`src/cct_pkg.sv`:
```
// Purpose: shared constants and types for the capture compare timer
// Assumes: avalon-mm register map with 32-bit registers at byte addresses
// Notes:   register offsets are byte addresses
package cct_pkg;
    localparam int          CCT_CW         = 16;
    localparam logic [7:0]  CCT_OFS_RUN    = 8'h00;
    localparam logic [7:0]  CCT_OFS_MODE   = 8'h04;
    localparam logic [7:0]  CCT_OFS_CTRL   = 8'h08;
    localparam logic [7:0]  CCT_OFS_FLOP   = 8'h0C;
    localparam logic [7:0]  CCT_OFS_CMP0   = 8'h10;
    localparam logic [7:0]  CCT_OFS_CMP1   = 8'h14;
    localparam logic [7:0]  CCT_OFS_CAP0   = 8'h18;
    localparam logic [7:0]  CCT_OFS_CAP1   = 8'h1C;
    localparam logic [7:0]  CCT_OFS_SNAP   = 8'h20;
    localparam logic [7:0]  CCT_OFS_STAT   = 8'h24;
    // mode register fields
    localparam int          CCT_B_CLK      = 0;
    localparam int          CCT_B_CLE      = 2;
    localparam int          CCT_B_CPM      = 3;
    localparam int          CCT_B_SWCAP    = 5;
    // flop control fields
    localparam int          CCT_B_FCMD     = 0;
    localparam int          CCT_B_TEN      = 2;
    // buffer enable and prescaler select fields in control register
    localparam int          CCT_B_BUF      = 7;
    localparam int          CCT_B_PRCK     = 8;
    localparam logic [1:0]  CCT_SRC_T1     = 2'h1;
    localparam logic [1:0]  CCT_SRC_T4     = 2'h2;
    localparam logic [1:0]  CCT_SRC_T16    = 2'h3;
    localparam logic [1:0]  CCT_SRC_EXT    = 2'h0;
    localparam logic [1:0]  CCT_FF_TOGGLE  = 2'h0;
    localparam logic [1:0]  CCT_FF_SET     = 2'h1;
    localparam logic [1:0]  CCT_FF_CLEAR   = 2'h2;
    localparam logic [1:0]  CCT_CPM_OFF    = 2'h0;
    localparam logic [1:0]  CCT_CPM_RISE   = 2'h1;
    localparam logic [1:0]  CCT_CPM_BOTH   = 2'h2;
    localparam logic [1:0]  CCT_CPM_MATCH  = 2'h3;
    localparam int          CCT_PRE_W      = 10;
    localparam int          CCT_TAP1       = 0;
    localparam int          CCT_TAP4       = 2;
    localparam int          CCT_TAP16      = 4;
    localparam logic [2:0]  CCT_PRCK_MAX   = 3'h5;

    typedef struct packed {
        logic [CCT_CW-1:0] cmp0;
        logic [CCT_CW-1:0] cmp1;
    } cct_cmp_t;

    typedef struct packed {
        logic match0;
        logic match1;
        logic cap0;
        logic cap1;
        logic ovf;
    } cct_evt_t;
endpackage : cct_pkg

```
`src/cct_prescaler.sv`:
```
// Purpose: prescaler clock and three tick taps
// Assumes: runs from the peripheral clock
// Notes:   prescaler clock is the peripheral clock divided by 1 to 32
`timescale 1ns/1ps
module cct_prescaler
    import cct_pkg::*;
(
    input  wire logic       clk,
    input  wire logic       sys_rst,
    input  wire logic [2:0] prck,
    output logic [2:0]      taps
);
    logic [CCT_PRE_W-1:0] divCount;
    logic [CCT_PRE_W-1:0] next_divCount;
    logic [2:0]           sel;

    // clamp out-of-range prescaler selections
    assign sel = (prck > CCT_PRCK_MAX) ? CCT_PRCK_MAX : prck;

    // free running divider
    always_comb begin
        next_divCount = divCount + {{(CCT_PRE_W-1){1'b0}}, 1'b1};
    end

    always_ff @(posedge clk) begin
        if (sys_rst) begin
            divCount <= '0;
        end else begin
            divCount <= next_divCount;
        end
    end

    // tap pulses at divide by 2, 8 and 32 of the prescaler clock
    always_comb begin
        logic [CCT_PRE_W:0] ext;
        int                 base;
        ext  = {divCount, 1'b1};
        base = int'(sel);
        taps[0] = (ext[base + CCT_TAP1 +: 1] == 1'b1)
                  && ((divCount & ((CCT_PRE_W'(1) << (base + 1)) - CCT_PRE_W'(1)))
                      == ((CCT_PRE_W'(1) << (base + 1)) - CCT_PRE_W'(1)));
        taps[1] = (divCount & ((CCT_PRE_W'(1) << (base + CCT_TAP4 + 1)) - CCT_PRE_W'(1)))
                  == ((CCT_PRE_W'(1) << (base + CCT_TAP4 + 1)) - CCT_PRE_W'(1));
        taps[2] = (divCount & ((CCT_PRE_W'(1) << (base + CCT_TAP16 + 1)) - CCT_PRE_W'(1)))
                  == ((CCT_PRE_W'(1) << (base + CCT_TAP16 + 1)) - CCT_PRE_W'(1));
    end
endmodule : cct_prescaler

```
`src/cct_edge_sync.sv`:
```
// Purpose: two-flop synchroniser with rising and falling edge pulses
// Assumes: asynchronous pin input
// Notes:   the first flop feeds only the second
`timescale 1ns/1ps
module cct_edge_sync (
    input  wire logic clk,
    input  wire logic sys_rst,
    input  wire logic pinIn,
    output logic      rise,
    output logic      fall
);
    logic meta;
    logic sync;
    logic prev;

    // synchroniser and edge history
    always_ff @(posedge clk) begin
        if (sys_rst) begin
            meta <= 1'b0;
            sync <= 1'b0;
            prev <= 1'b0;
        end else begin
            meta <= pinIn;
            sync <= meta;
            prev <= sync;
        end
    end

    assign rise = sync & ~prev;
    assign fall = ~sync & prev;
endmodule : cct_edge_sync

```
`src/cct_timer.sv`:
```
// Purpose: 16-bit capture compare timer channel with avalon-mm registers
// Assumes: single clock, synchronous reset, external pin is asynchronous
// Notes:   interrupt outputs are one-cycle event pulses
`timescale 1ns/1ps
module cct_timer
    import cct_pkg::*;
#(
    parameter int CW = CCT_CW
) (
    input  wire logic        clk,
    input  wire logic        sys_rst,
    input  wire logic [7:0]  avs_address,
    input  wire logic        avs_read,
    input  wire logic        avs_write,
    input  wire logic [31:0] avs_writedata,
    input  wire logic [3:0]  avs_byteenable,
    output logic [31:0]      avs_readdata,
    output logic             avs_waitrequest,
    input  wire logic        event_input_pin,
    output logic             timer_output_pin,
    output logic             timer_interrupt,
    output logic             capture_zero_interrupt,
    output logic             capture_one_interrupt
);
    logic [CW-1:0] up_counter;
    logic          count_run_bit;
    logic [1:0]    source_clock_select;
    logic          clear_on_match_enable;
    logic [1:0]    capture_timing_select;
    logic          buffer_enable_bit;
    logic [2:0]    prescalerSelect;
    logic [3:0]    toggleEnable;
    logic          output_toggle_flop;
    cct_cmp_t      compareActive;
    cct_cmp_t      compareBuffer;
    logic [CW-1:0] capture_value_zero;
    logic [CW-1:0] capture_value_one;
    cct_evt_t      evt;
    logic [4:0]    stickyStat;
    logic [2:0]    taps;
    logic          pinRise;
    logic          pinFall;
    logic          tick;
    logic          wrStrobe;
    logic          rdPhase;
    logic          wrRun;
    logic          wrMode;
    logic          wrCtrl;
    logic          wrFlop;
    logic          wrCmp0;
    logic          wrCmp1;
    logic          wrStat;
    logic          swCapture;

    // full byte address decode used by both read and write paths
    function automatic logic hit(input logic [7:0] a, input logic [7:0] ofs);
        return a == ofs;
    endfunction : hit

    cct_prescaler u_pre (
        .clk     (clk),
        .sys_rst (sys_rst),
        .prck    (prescalerSelect),
        .taps    (taps)
    );

    cct_edge_sync u_sync (
        .clk     (clk),
        .sys_rst (sys_rst),
        .pinIn   (event_input_pin),
        .rise    (pinRise),
        .fall    (pinFall)
    );

    // bus: writes in one cycle, reads take one wait cycle
    assign wrStrobe        = avs_write & avs_byteenable[0];
    assign avs_waitrequest = avs_read & ~rdPhase;
    assign wrRun           = wrStrobe & hit(avs_address, CCT_OFS_RUN);
    assign wrMode          = wrStrobe & hit(avs_address, CCT_OFS_MODE);
    assign wrCtrl          = avs_write & hit(avs_address, CCT_OFS_CTRL);
    assign wrFlop          = wrStrobe & hit(avs_address, CCT_OFS_FLOP);
    assign wrCmp0          = avs_write & hit(avs_address, CCT_OFS_CMP0);
    assign wrCmp1          = avs_write & hit(avs_address, CCT_OFS_CMP1);
    assign wrStat          = wrStrobe & hit(avs_address, CCT_OFS_STAT);
    assign swCapture       = wrMode & ~avs_writedata[CCT_B_SWCAP];

    // read wait-state toggle
    always_ff @(posedge clk) begin
        if (sys_rst) begin
            rdPhase <= 1'b0;
        end else begin
            rdPhase <= avs_read & ~rdPhase;
        end
    end

    // read data registered at the wait cycle
    always_ff @(posedge clk) begin
        if (sys_rst) begin
            avs_readdata <= '0;
        end else if (avs_read & ~rdPhase) begin
            unique case (1'b1)
                hit(avs_address, CCT_OFS_RUN):  avs_readdata <= {31'h0000_0000, count_run_bit};
                hit(avs_address, CCT_OFS_MODE): avs_readdata <= {26'h000_0000, 1'b1,
                    capture_timing_select, clear_on_match_enable, source_clock_select};
                hit(avs_address, CCT_OFS_CTRL): avs_readdata <= {21'h00_0000,
                    prescalerSelect, buffer_enable_bit, 7'h00};
                hit(avs_address, CCT_OFS_FLOP): avs_readdata <= {26'h000_0000,
                    toggleEnable, 2'h3};
                hit(avs_address, CCT_OFS_CMP0): avs_readdata <= 32'(compareActive.cmp0);
                hit(avs_address, CCT_OFS_CMP1): avs_readdata <= 32'(compareActive.cmp1);
                hit(avs_address, CCT_OFS_CAP0): avs_readdata <= 32'(capture_value_zero);
                hit(avs_address, CCT_OFS_CAP1): avs_readdata <= 32'(capture_value_one);
                hit(avs_address, CCT_OFS_SNAP): avs_readdata <= 32'(up_counter);
                hit(avs_address, CCT_OFS_STAT): avs_readdata <= {26'h000_0000,
                    output_toggle_flop, stickyStat};
                default:                        avs_readdata <= '0;
            endcase
        end
    end

    // run and mode registers
    always_ff @(posedge clk) begin
        if (sys_rst) begin
            count_run_bit         <= 1'b0;
            source_clock_select   <= CCT_SRC_EXT;
            clear_on_match_enable <= 1'b0;
            capture_timing_select <= CCT_CPM_OFF;
        end else begin
            if (wrRun) begin
                count_run_bit <= avs_writedata[0];
            end
            if (wrMode) begin
                source_clock_select   <= avs_writedata[CCT_B_CLK +: 2];
                clear_on_match_enable <= avs_writedata[CCT_B_CLE];
                capture_timing_select <= avs_writedata[CCT_B_CPM +: 2];
            end
        end
    end

    // control: buffer enable and prescaler select
    always_ff @(posedge clk) begin
        if (sys_rst) begin
            buffer_enable_bit <= 1'b0;
            prescalerSelect   <= '0;
        end else begin
            if (wrCtrl & avs_byteenable[0]) begin
                buffer_enable_bit <= avs_writedata[CCT_B_BUF];
            end
            if (wrCtrl & avs_byteenable[1]) begin
                prescalerSelect <= avs_writedata[CCT_B_PRCK +: 3];
            end
        end
    end

    // source tick selection
    always_comb begin
        case (source_clock_select)
            CCT_SRC_T1:  tick = taps[0];
            CCT_SRC_T4:  tick = taps[1];
            CCT_SRC_T16: tick = taps[2];
            default:     tick = pinRise;
        endcase
    end

    // comparators
    assign evt.match0 = count_run_bit & (up_counter == compareActive.cmp0);
    assign evt.match1 = count_run_bit & (up_counter == compareActive.cmp1);

    // up-counter with stop clear, match clear and overflow
    always_ff @(posedge clk) begin
        if (sys_rst) begin
            up_counter <= '0;
        end else if (!count_run_bit) begin
            up_counter <= '0;
        end else if (tick) begin
            if (clear_on_match_enable && evt.match1) begin
                up_counter <= '0;
            end else begin
                up_counter <= up_counter + CW'(1);
            end
        end
    end

    assign evt.ovf = count_run_bit & tick & (&up_counter)
                     & ~(clear_on_match_enable & evt.match1);

    // match pulse only on the first cycle of equality
    logic match0Seen;
    logic match1Seen;
    logic match0Evt;
    logic match1Evt;
    always_ff @(posedge clk) begin
        if (sys_rst) begin
            match0Seen <= 1'b0;
            match1Seen <= 1'b0;
        end else begin
            match0Seen <= evt.match0;
            match1Seen <= evt.match1;
        end
    end
    assign match0Evt = evt.match0 & ~match0Seen;
    assign match1Evt = evt.match1 & ~match1Seen;

    // reload strobe: under match clear it waits for the clearing tick
    logic reload;
    assign reload = clear_on_match_enable ? (tick & evt.match1) : match1Evt;

    // compare registers with double buffering
    always_ff @(posedge clk) begin
        if (sys_rst) begin
            compareActive <= '0;
            compareBuffer <= '0;
        end else begin
            if (wrCmp0) begin
                compareBuffer.cmp0 <= avs_writedata[CW-1:0];
            end
            if (wrCmp1) begin
                compareBuffer.cmp1 <= avs_writedata[CW-1:0];
            end
            if (!buffer_enable_bit || !count_run_bit) begin
                if (wrCmp0) begin
                    compareActive.cmp0 <= avs_writedata[CW-1:0];
                end
                if (wrCmp1) begin
                    compareActive.cmp1 <= avs_writedata[CW-1:0];
                end
            end else if (reload) begin
                compareActive <= compareBuffer;
            end
        end
    end

    // hardware capture events by mode
    logic hwCap0;
    logic hwCap1;
    always_comb begin
        hwCap0 = 1'b0;
        hwCap1 = 1'b0;
        case (capture_timing_select)
            CCT_CPM_RISE: begin
                hwCap0 = pinRise;
            end
            CCT_CPM_BOTH: begin
                hwCap0 = pinRise;
                hwCap1 = pinFall;
            end
            CCT_CPM_MATCH: begin
                hwCap0 = match0Evt;
                hwCap1 = match1Evt;
            end
            default: begin
                hwCap0 = 1'b0;
                hwCap1 = 1'b0;
            end
        endcase
    end
    assign evt.cap0 = hwCap0 | swCapture;
    assign evt.cap1 = hwCap1;

    // capture registers
    always_ff @(posedge clk) begin
        if (sys_rst) begin
            capture_value_zero <= '0;
            capture_value_one  <= '0;
        end else begin
            if (evt.cap0) begin
                capture_value_zero <= up_counter;
            end
            if (evt.cap1) begin
                capture_value_one <= up_counter;
            end
        end
    end

    // toggle enables
    always_ff @(posedge clk) begin
        if (sys_rst) begin
            toggleEnable <= '0;
        end else if (wrFlop) begin
            toggleEnable <= avs_writedata[CCT_B_TEN +: 4];
        end
    end

    // output flop: software command wins over event toggles
    logic flopToggle;
    assign flopToggle = (toggleEnable[0] & match0Evt) ^ (toggleEnable[1] & match1Evt)
                        ^ (toggleEnable[2] & evt.cap0) ^ (toggleEnable[3] & evt.cap1);
    always_ff @(posedge clk) begin
        // no reset: value stays undefined until software sets or clears it
        if (wrFlop) begin
            case (avs_writedata[CCT_B_FCMD +: 2])
                CCT_FF_TOGGLE: output_toggle_flop <= ~output_toggle_flop;
                CCT_FF_SET:    output_toggle_flop <= 1'b1;
                CCT_FF_CLEAR:  output_toggle_flop <= 1'b0;
                default:       output_toggle_flop <= output_toggle_flop ^ flopToggle;
            endcase
        end else begin
            output_toggle_flop <= output_toggle_flop ^ flopToggle;
        end
    end
    assign timer_output_pin = output_toggle_flop;

    // interrupt pulses
    always_ff @(posedge clk) begin
        if (sys_rst) begin
            timer_interrupt        <= 1'b0;
            capture_zero_interrupt <= 1'b0;
            capture_one_interrupt  <= 1'b0;
        end else begin
            timer_interrupt        <= match0Evt | match1Evt | evt.ovf;
            capture_zero_interrupt <= evt.cap0;
            capture_one_interrupt  <= evt.cap1;
        end
    end

    // sticky event status, write one to clear, set wins
    logic [4:0] evtVec;
    assign evtVec = {evt.ovf, evt.cap1, evt.cap0, match1Evt, match0Evt};
    always_ff @(posedge clk) begin
        if (sys_rst) begin
            stickyStat <= '0;
        end else begin
            stickyStat <= (stickyStat & ~(wrStat ? avs_writedata[4:0] : 5'h00)) | evtVec;
        end
    end
endmodule : cct_timer

```
`config.mk`:
```
export PLATFORM = sky130hd
export DESIGN_NAME = cct_timer
export DESIGN_NICKNAME = d
export VERILOG_FILES = /design/src/cct_pkg.sv /design/src/cct_prescaler.sv /design/src/cct_edge_sync.sv /design/src/cct_timer.sv
export SDC_FILE = /design/constraint.sdc
export NUM_CORES = 1
export LEC_CHECK = 0
export ABC_AREA = 1
export BUFFER_PORTS_ARGS = -buffer_cell sky130_fd_sc_hd__clkbuf_2
export CAP_MARGIN = 25
export CORE_ASPECT_RATIO = 1.5
export CORE_MARGIN = 1
export CORE_UTILIZATION = 60
export CTS_BUF_LIST = sky130_fd_sc_hd__clkbuf_4 sky130_fd_sc_hd__clkbuf_8 sky130_fd_sc_hd__clkbuf_16
export CTS_CLUSTER_DIAMETER = 60
export DETAILED_ROUTE_END_ITERATION = 10
export GPL_ROUTABILITY_DRIVEN = 0
export PLACE_DENSITY = 0.89
export REMOVE_ABC_BUFFERS = 1
export SETUP_SLACK_MARGIN = 0.2
export SLEW_MARGIN = 20
export SYNTH_ARGS = -nofsm -noshare
export SYNTH_HDL_FRONTEND = slang
export SYNTH_HIERARCHICAL = 1
export SYNTH_SLANG_ARGS = --single-unit
export TNS_END_PERCENT = 30
```
`constraint.sdc`:
```
create_clock -name clk -period 4.9 [get_ports clk]
set_clock_uncertainty 0.15 [all_clocks]
set_input_delay 0.735 -clock clk [delete_from_list [all_inputs] [get_ports clk]]
set_output_delay 0.735 -clock clk [all_outputs]
set_load 0.05 [all_outputs]
```
==> summary by stage <==
GRT
In the global route stage, met2 resource usage came out at 55.00%. The pin count of the biggest net entering global routing is 42. The routing layer with the top usage in global route is met2. The number of global-route vias before repair is 7767. The wire length of the first global-routing pass is 37830 um. Across every metal layer, demand over resource in global routing totals 33.16%.

Global routing used 40.55% of the available met1 tracks. The number of antenna violations at the first check in global routing came to 0. The final global-route overflow total is 0. In the global route stage, met3 resource usage came out at 5.347%.

Timing
The transition at the pin with the smallest max-transition slack is 0.7796 ns. The portion of the clock cycle consumed by the worst path in the final layout is 72.12%. The final number of setup-violating endpoints is 0.

For the final routed database, the setup TNS stands at 0 ns. The highest clock frequency the design can meet is 0.2830 GHz. Headroom to the max-slew limit came out at 47.55%. The number of hold-slack violations in the final timing report is 0. The number of pins with negative max-slew slack in the final report is 0. Setup repair after global routing left no endpoint under its margin.

The routed design could run at a clock period as short as 3.534 ns.

Worst setup path
The element type at the critical path start is a flop. The worst endpoint data arrival time is 3.73 ns. The worst-path maximum fanout is 8.

The category of the critical setup timing path is flop to flop. The element type at the critical path end is a flop. Data on the critical path is required at its endpoint by 5.09 ns.

Final layout
In the final layout, the multi-input gates occupy 0.004091 mm^2. The number of antenna diodes in the final layout is 0. The layout has 1099 filler cells. Of the cells placed in the final design, the portion with a size suffix greater than 1 is 11.10%. The net count reported at finish is 1259.

The synthesis-to-layout area growth is 9.480%. In the final layout, flip-flops and latches occupy 0.003343 mm^2. Once layout is done, the placed cells without fillers occupy 0.008959 mm^2.

Drt
In the routed layout, each cell is associated on average with a via count of 6.080. The DRC marker count from the first detailed-route iteration is 1087. Wires add up to 23090 um. The first TritonRoute pass finished after 8 iterations. Across all layers, the routed design uses 8360 vias.

In the final routed layout, each cell accounts on average for 16.79 um. After detailed routing, the number of remaining DRC violations is 0. The remaining number of nets flagged by the antenna check after routing is 0.

Logic synthesis
The post-synthesis register bit count is 167. After synthesis, the netlist uses 44 different library cells. The cell area that synthesis handed to floorplanning was 0.008183 mm^2. The most used flip-flop cell after synthesis is dfxtp_1. The post-synthesis average cell area is 6.952 um^2. Counting flops with a built-in enable in the synthesized netlist gives 0. In the post-synthesis netlist, the biggest area contributors are dfxtp_1 (41%), nand2_1 (11%), o21ai_0 (7.8%), nor2_1 (6.0%), a21oi_1 (5.9%). Counting flops with an async set or reset pin after synthesis yields a share of 0%. Summing the sequential cell areas from Yosys gives 40.86% of the chip area.

The library cell occupying the most area in the post-synthesis netlist is dfxtp_1. The synthesized netlist cell count is 1177. The count of yosys warnings during synthesis is 6. The area fraction of the dominant cell type after synthesis is 40.86%.

Pwr
The total power is 2.768 mW. Per report_power, the combinational group accounts for 4.2% of the total. The power density over the cells is 308.9 mW/mm^2. The fraction of power spent switching nets is 24.06%. The share of power burned in registers is 49.4%. The clock share of power is 46.4%.

The leakage dissipation is 3.690 nW. The analysis attributes to net switching a power of 0.6658 mW. The internal power of the cells is 2.102 mW.

VDD sags by at most 233.2 uV.

Die
The floorplan step set the die width to 97.35 um. The initial utilization of the core area, before any placement, comes to 62.25%. The initialized floorplan defines 51 standard-cell rows. From bottom edge to top edge, the die measures 145.0 um. The floorplan step defined a core boundary enclosing 0.01315 mm^2. The total die area is 0.01412 mm^2. 86 I/O pins were placed.

Worst hold path
The worst hold path belongs to the class flop to flop.

CTS
Clock tree synthesis inserted a total of 17 buffers. The cell sitting at the root of the clock tree is a clkbuf_16. After clock tree synthesis, the setup repair step added 0 buffers. Clock tree synthesis found a total of 167 sinks. Clock-pin slew was measured on the worst setup and hold paths at 0.07 ns. In this run, post-CTS repair resized a total of 0 instances.

The maximum clock insertion buffer count is 2. TritonCTS built the clock tree. Hold repair after CTS inserted 0 buffers.

The number of levels the H-tree was split into is 4. For the worst-skew pair, the clock arrives at the later sink with an insertion delay of 0.43 ns.

Placement
Port buffering added 51 buffers. The HPWL after detailed placement is 15920 um. The placed standard-cell area is 0.008397 mm^2.

Flow run
The count of maximum capacitance violations is 0.

Run status
The flow ran to the end, and the final reports show no timing, DRC or antenna violations.
## cell type report
class / count / area share, %
clock buffers: 19 / 4.916
clock inverters: 12 / 1.327
inverters: 116 / 4.860
multi-input cells: 841 / 45.67
flip-flops and latches: 167 / 37.32
well taps: 159 / 2.221
repair buffers: 61 / 3.687
## per-stage QoR
step | hold slack, ns | utilization (%) | std cells | worst slack [ns]
finish | 0.2983 | 68.15 | 1375 | 1.366
global route | 0.3194 | 68.15 | 1375 | 0.9952
CTS | 0.2953 | 68.13 | 1375 | 1.450
detailed placement | 0.2588 | 63.88 | 1344 | 1.476
global placement | 0.2448 | 63.88 | 1344 | 1.521
floorplan | 0.2383 | - | 1124 | 1.762
## flip-flops by register name, summed over array words and instances, names as in the netlist, 4 cells and up
signal	flops
up_counter	16
toggleEnable	4
capture_value_one	16
stickyStat	5
u_pre/divCount	10
avs_readdata	16
compareBuffer	32
capture_value_zero	16
compareActive	32
## Yosys cell counts (4+ instances only)
cell	instances
nor2_2	6
nand2_2	5
xor2_1	6
buf_6	5
nand4_1	11
nor3_1	19
a221oi_1	17
o22ai_1	4
a31oi_1	32
nor2_4	4
dfxtp_1	167
inv_2	14
o21ai_0	127
a21oi_1	96
nor4_1	4
nand2_1	236
o211ai_1	7
ha_1	6
buf_4	17
nand3_1	69
nor3b_1	5
nor3_2	4
buf_2	12
o21ai_1	13
inv_1	99
clkbuf_1	34
nor2_1	131
## metal layers
metal	routed length, um	part of all wire, %
met4	1247	5.4
met2	11020	48
met3	1936	8.4
met5	0	0
met1	8885	38
## worst paths after layout
kind	to	from	depth (start not counted)	slack (ns)
max	timer_interrupt	prescalerSelect[1]	17	1.37
min	u_sync/sync	u_sync/meta	2	0.30
max reg2reg	timer_interrupt	prescalerSelect[1]	17	1.37
min reg2reg	u_sync/sync	u_sync/meta	2	0.30
## worst max-delay path: stages (launching register included)
cell,delay (ns)
dfxtp_1,0.35
nor2_1,0.24
nand2_1,0.17
ha_1,0.30
o21ai_0,0.06
nor2_1,0.11
nand3_1,0.10
nor2_1,0.12
a21oi_1,0.07
o21ai_0,0.08
nand2_1,0.22
nor3_1,0.32
nand3_1,0.14
nor3_1,0.18
nand3_1,0.13
nor2_1,0.16
nand4_1,0.27
a21oi_1,0.28
## power groups by stage
stage	Combinational (mW)	Clock, mW	Sequential [mW]
after CTS	0.114	1.29	1.37
final	0.116	1.28	1.37
after floorplan	0.0697	0	1.40
after global placement	0.112	0	1.40
after global routing	0.126	1.35	1.37
after detailed placement	0.113	0	1.40
## cell usage in the layout, fill, tap and decap left out, types with 6 or more instances in the layout
| master | n |
|---|---|
| nand2_1 | 235 |
| dfxtp_1 | 167 |
| nor2_1 | 131 |
| o21ai_0 | 127 |
| inv_1 | 99 |
| a21oi_1 | 96 |
| nand3_1 | 69 |
| clkbuf_2 | 51 |
| a31oi_1 | 32 |
| nor3_1 | 19 |
| a221oi_1 | 17 |
| conb_1 | 17 |
| clkbuf_16 | 17 |
| inv_2 | 15 |
| o21ai_1 | 13 |
| nand4_1 | 11 |
| buf_4 | 10 |
| o211ai_1 | 7 |
| xor2_1 | 6 |
| nand2_2 | 6 |
| nor2_2 | 6 |
| ha_1 | 6 |
## logic make-up (layout without fill, tap and decap cells)
kind of cell	Yosys count	in the layout	share of synthesized area, %
AND/OR/NAND/NOR	504	504	26.80
AO/OA/AOI/OAI	307	307	20.72
flip-flops	167	167	40.86
adder cells (fa/ha/maj)	6	6	0.9174
buffers and inverters	184	208	9.862
other	2	17	0.09178
XOR/XNOR	7	7	0.7493
No activity file was read; power rests on OpenSTA's default activity.
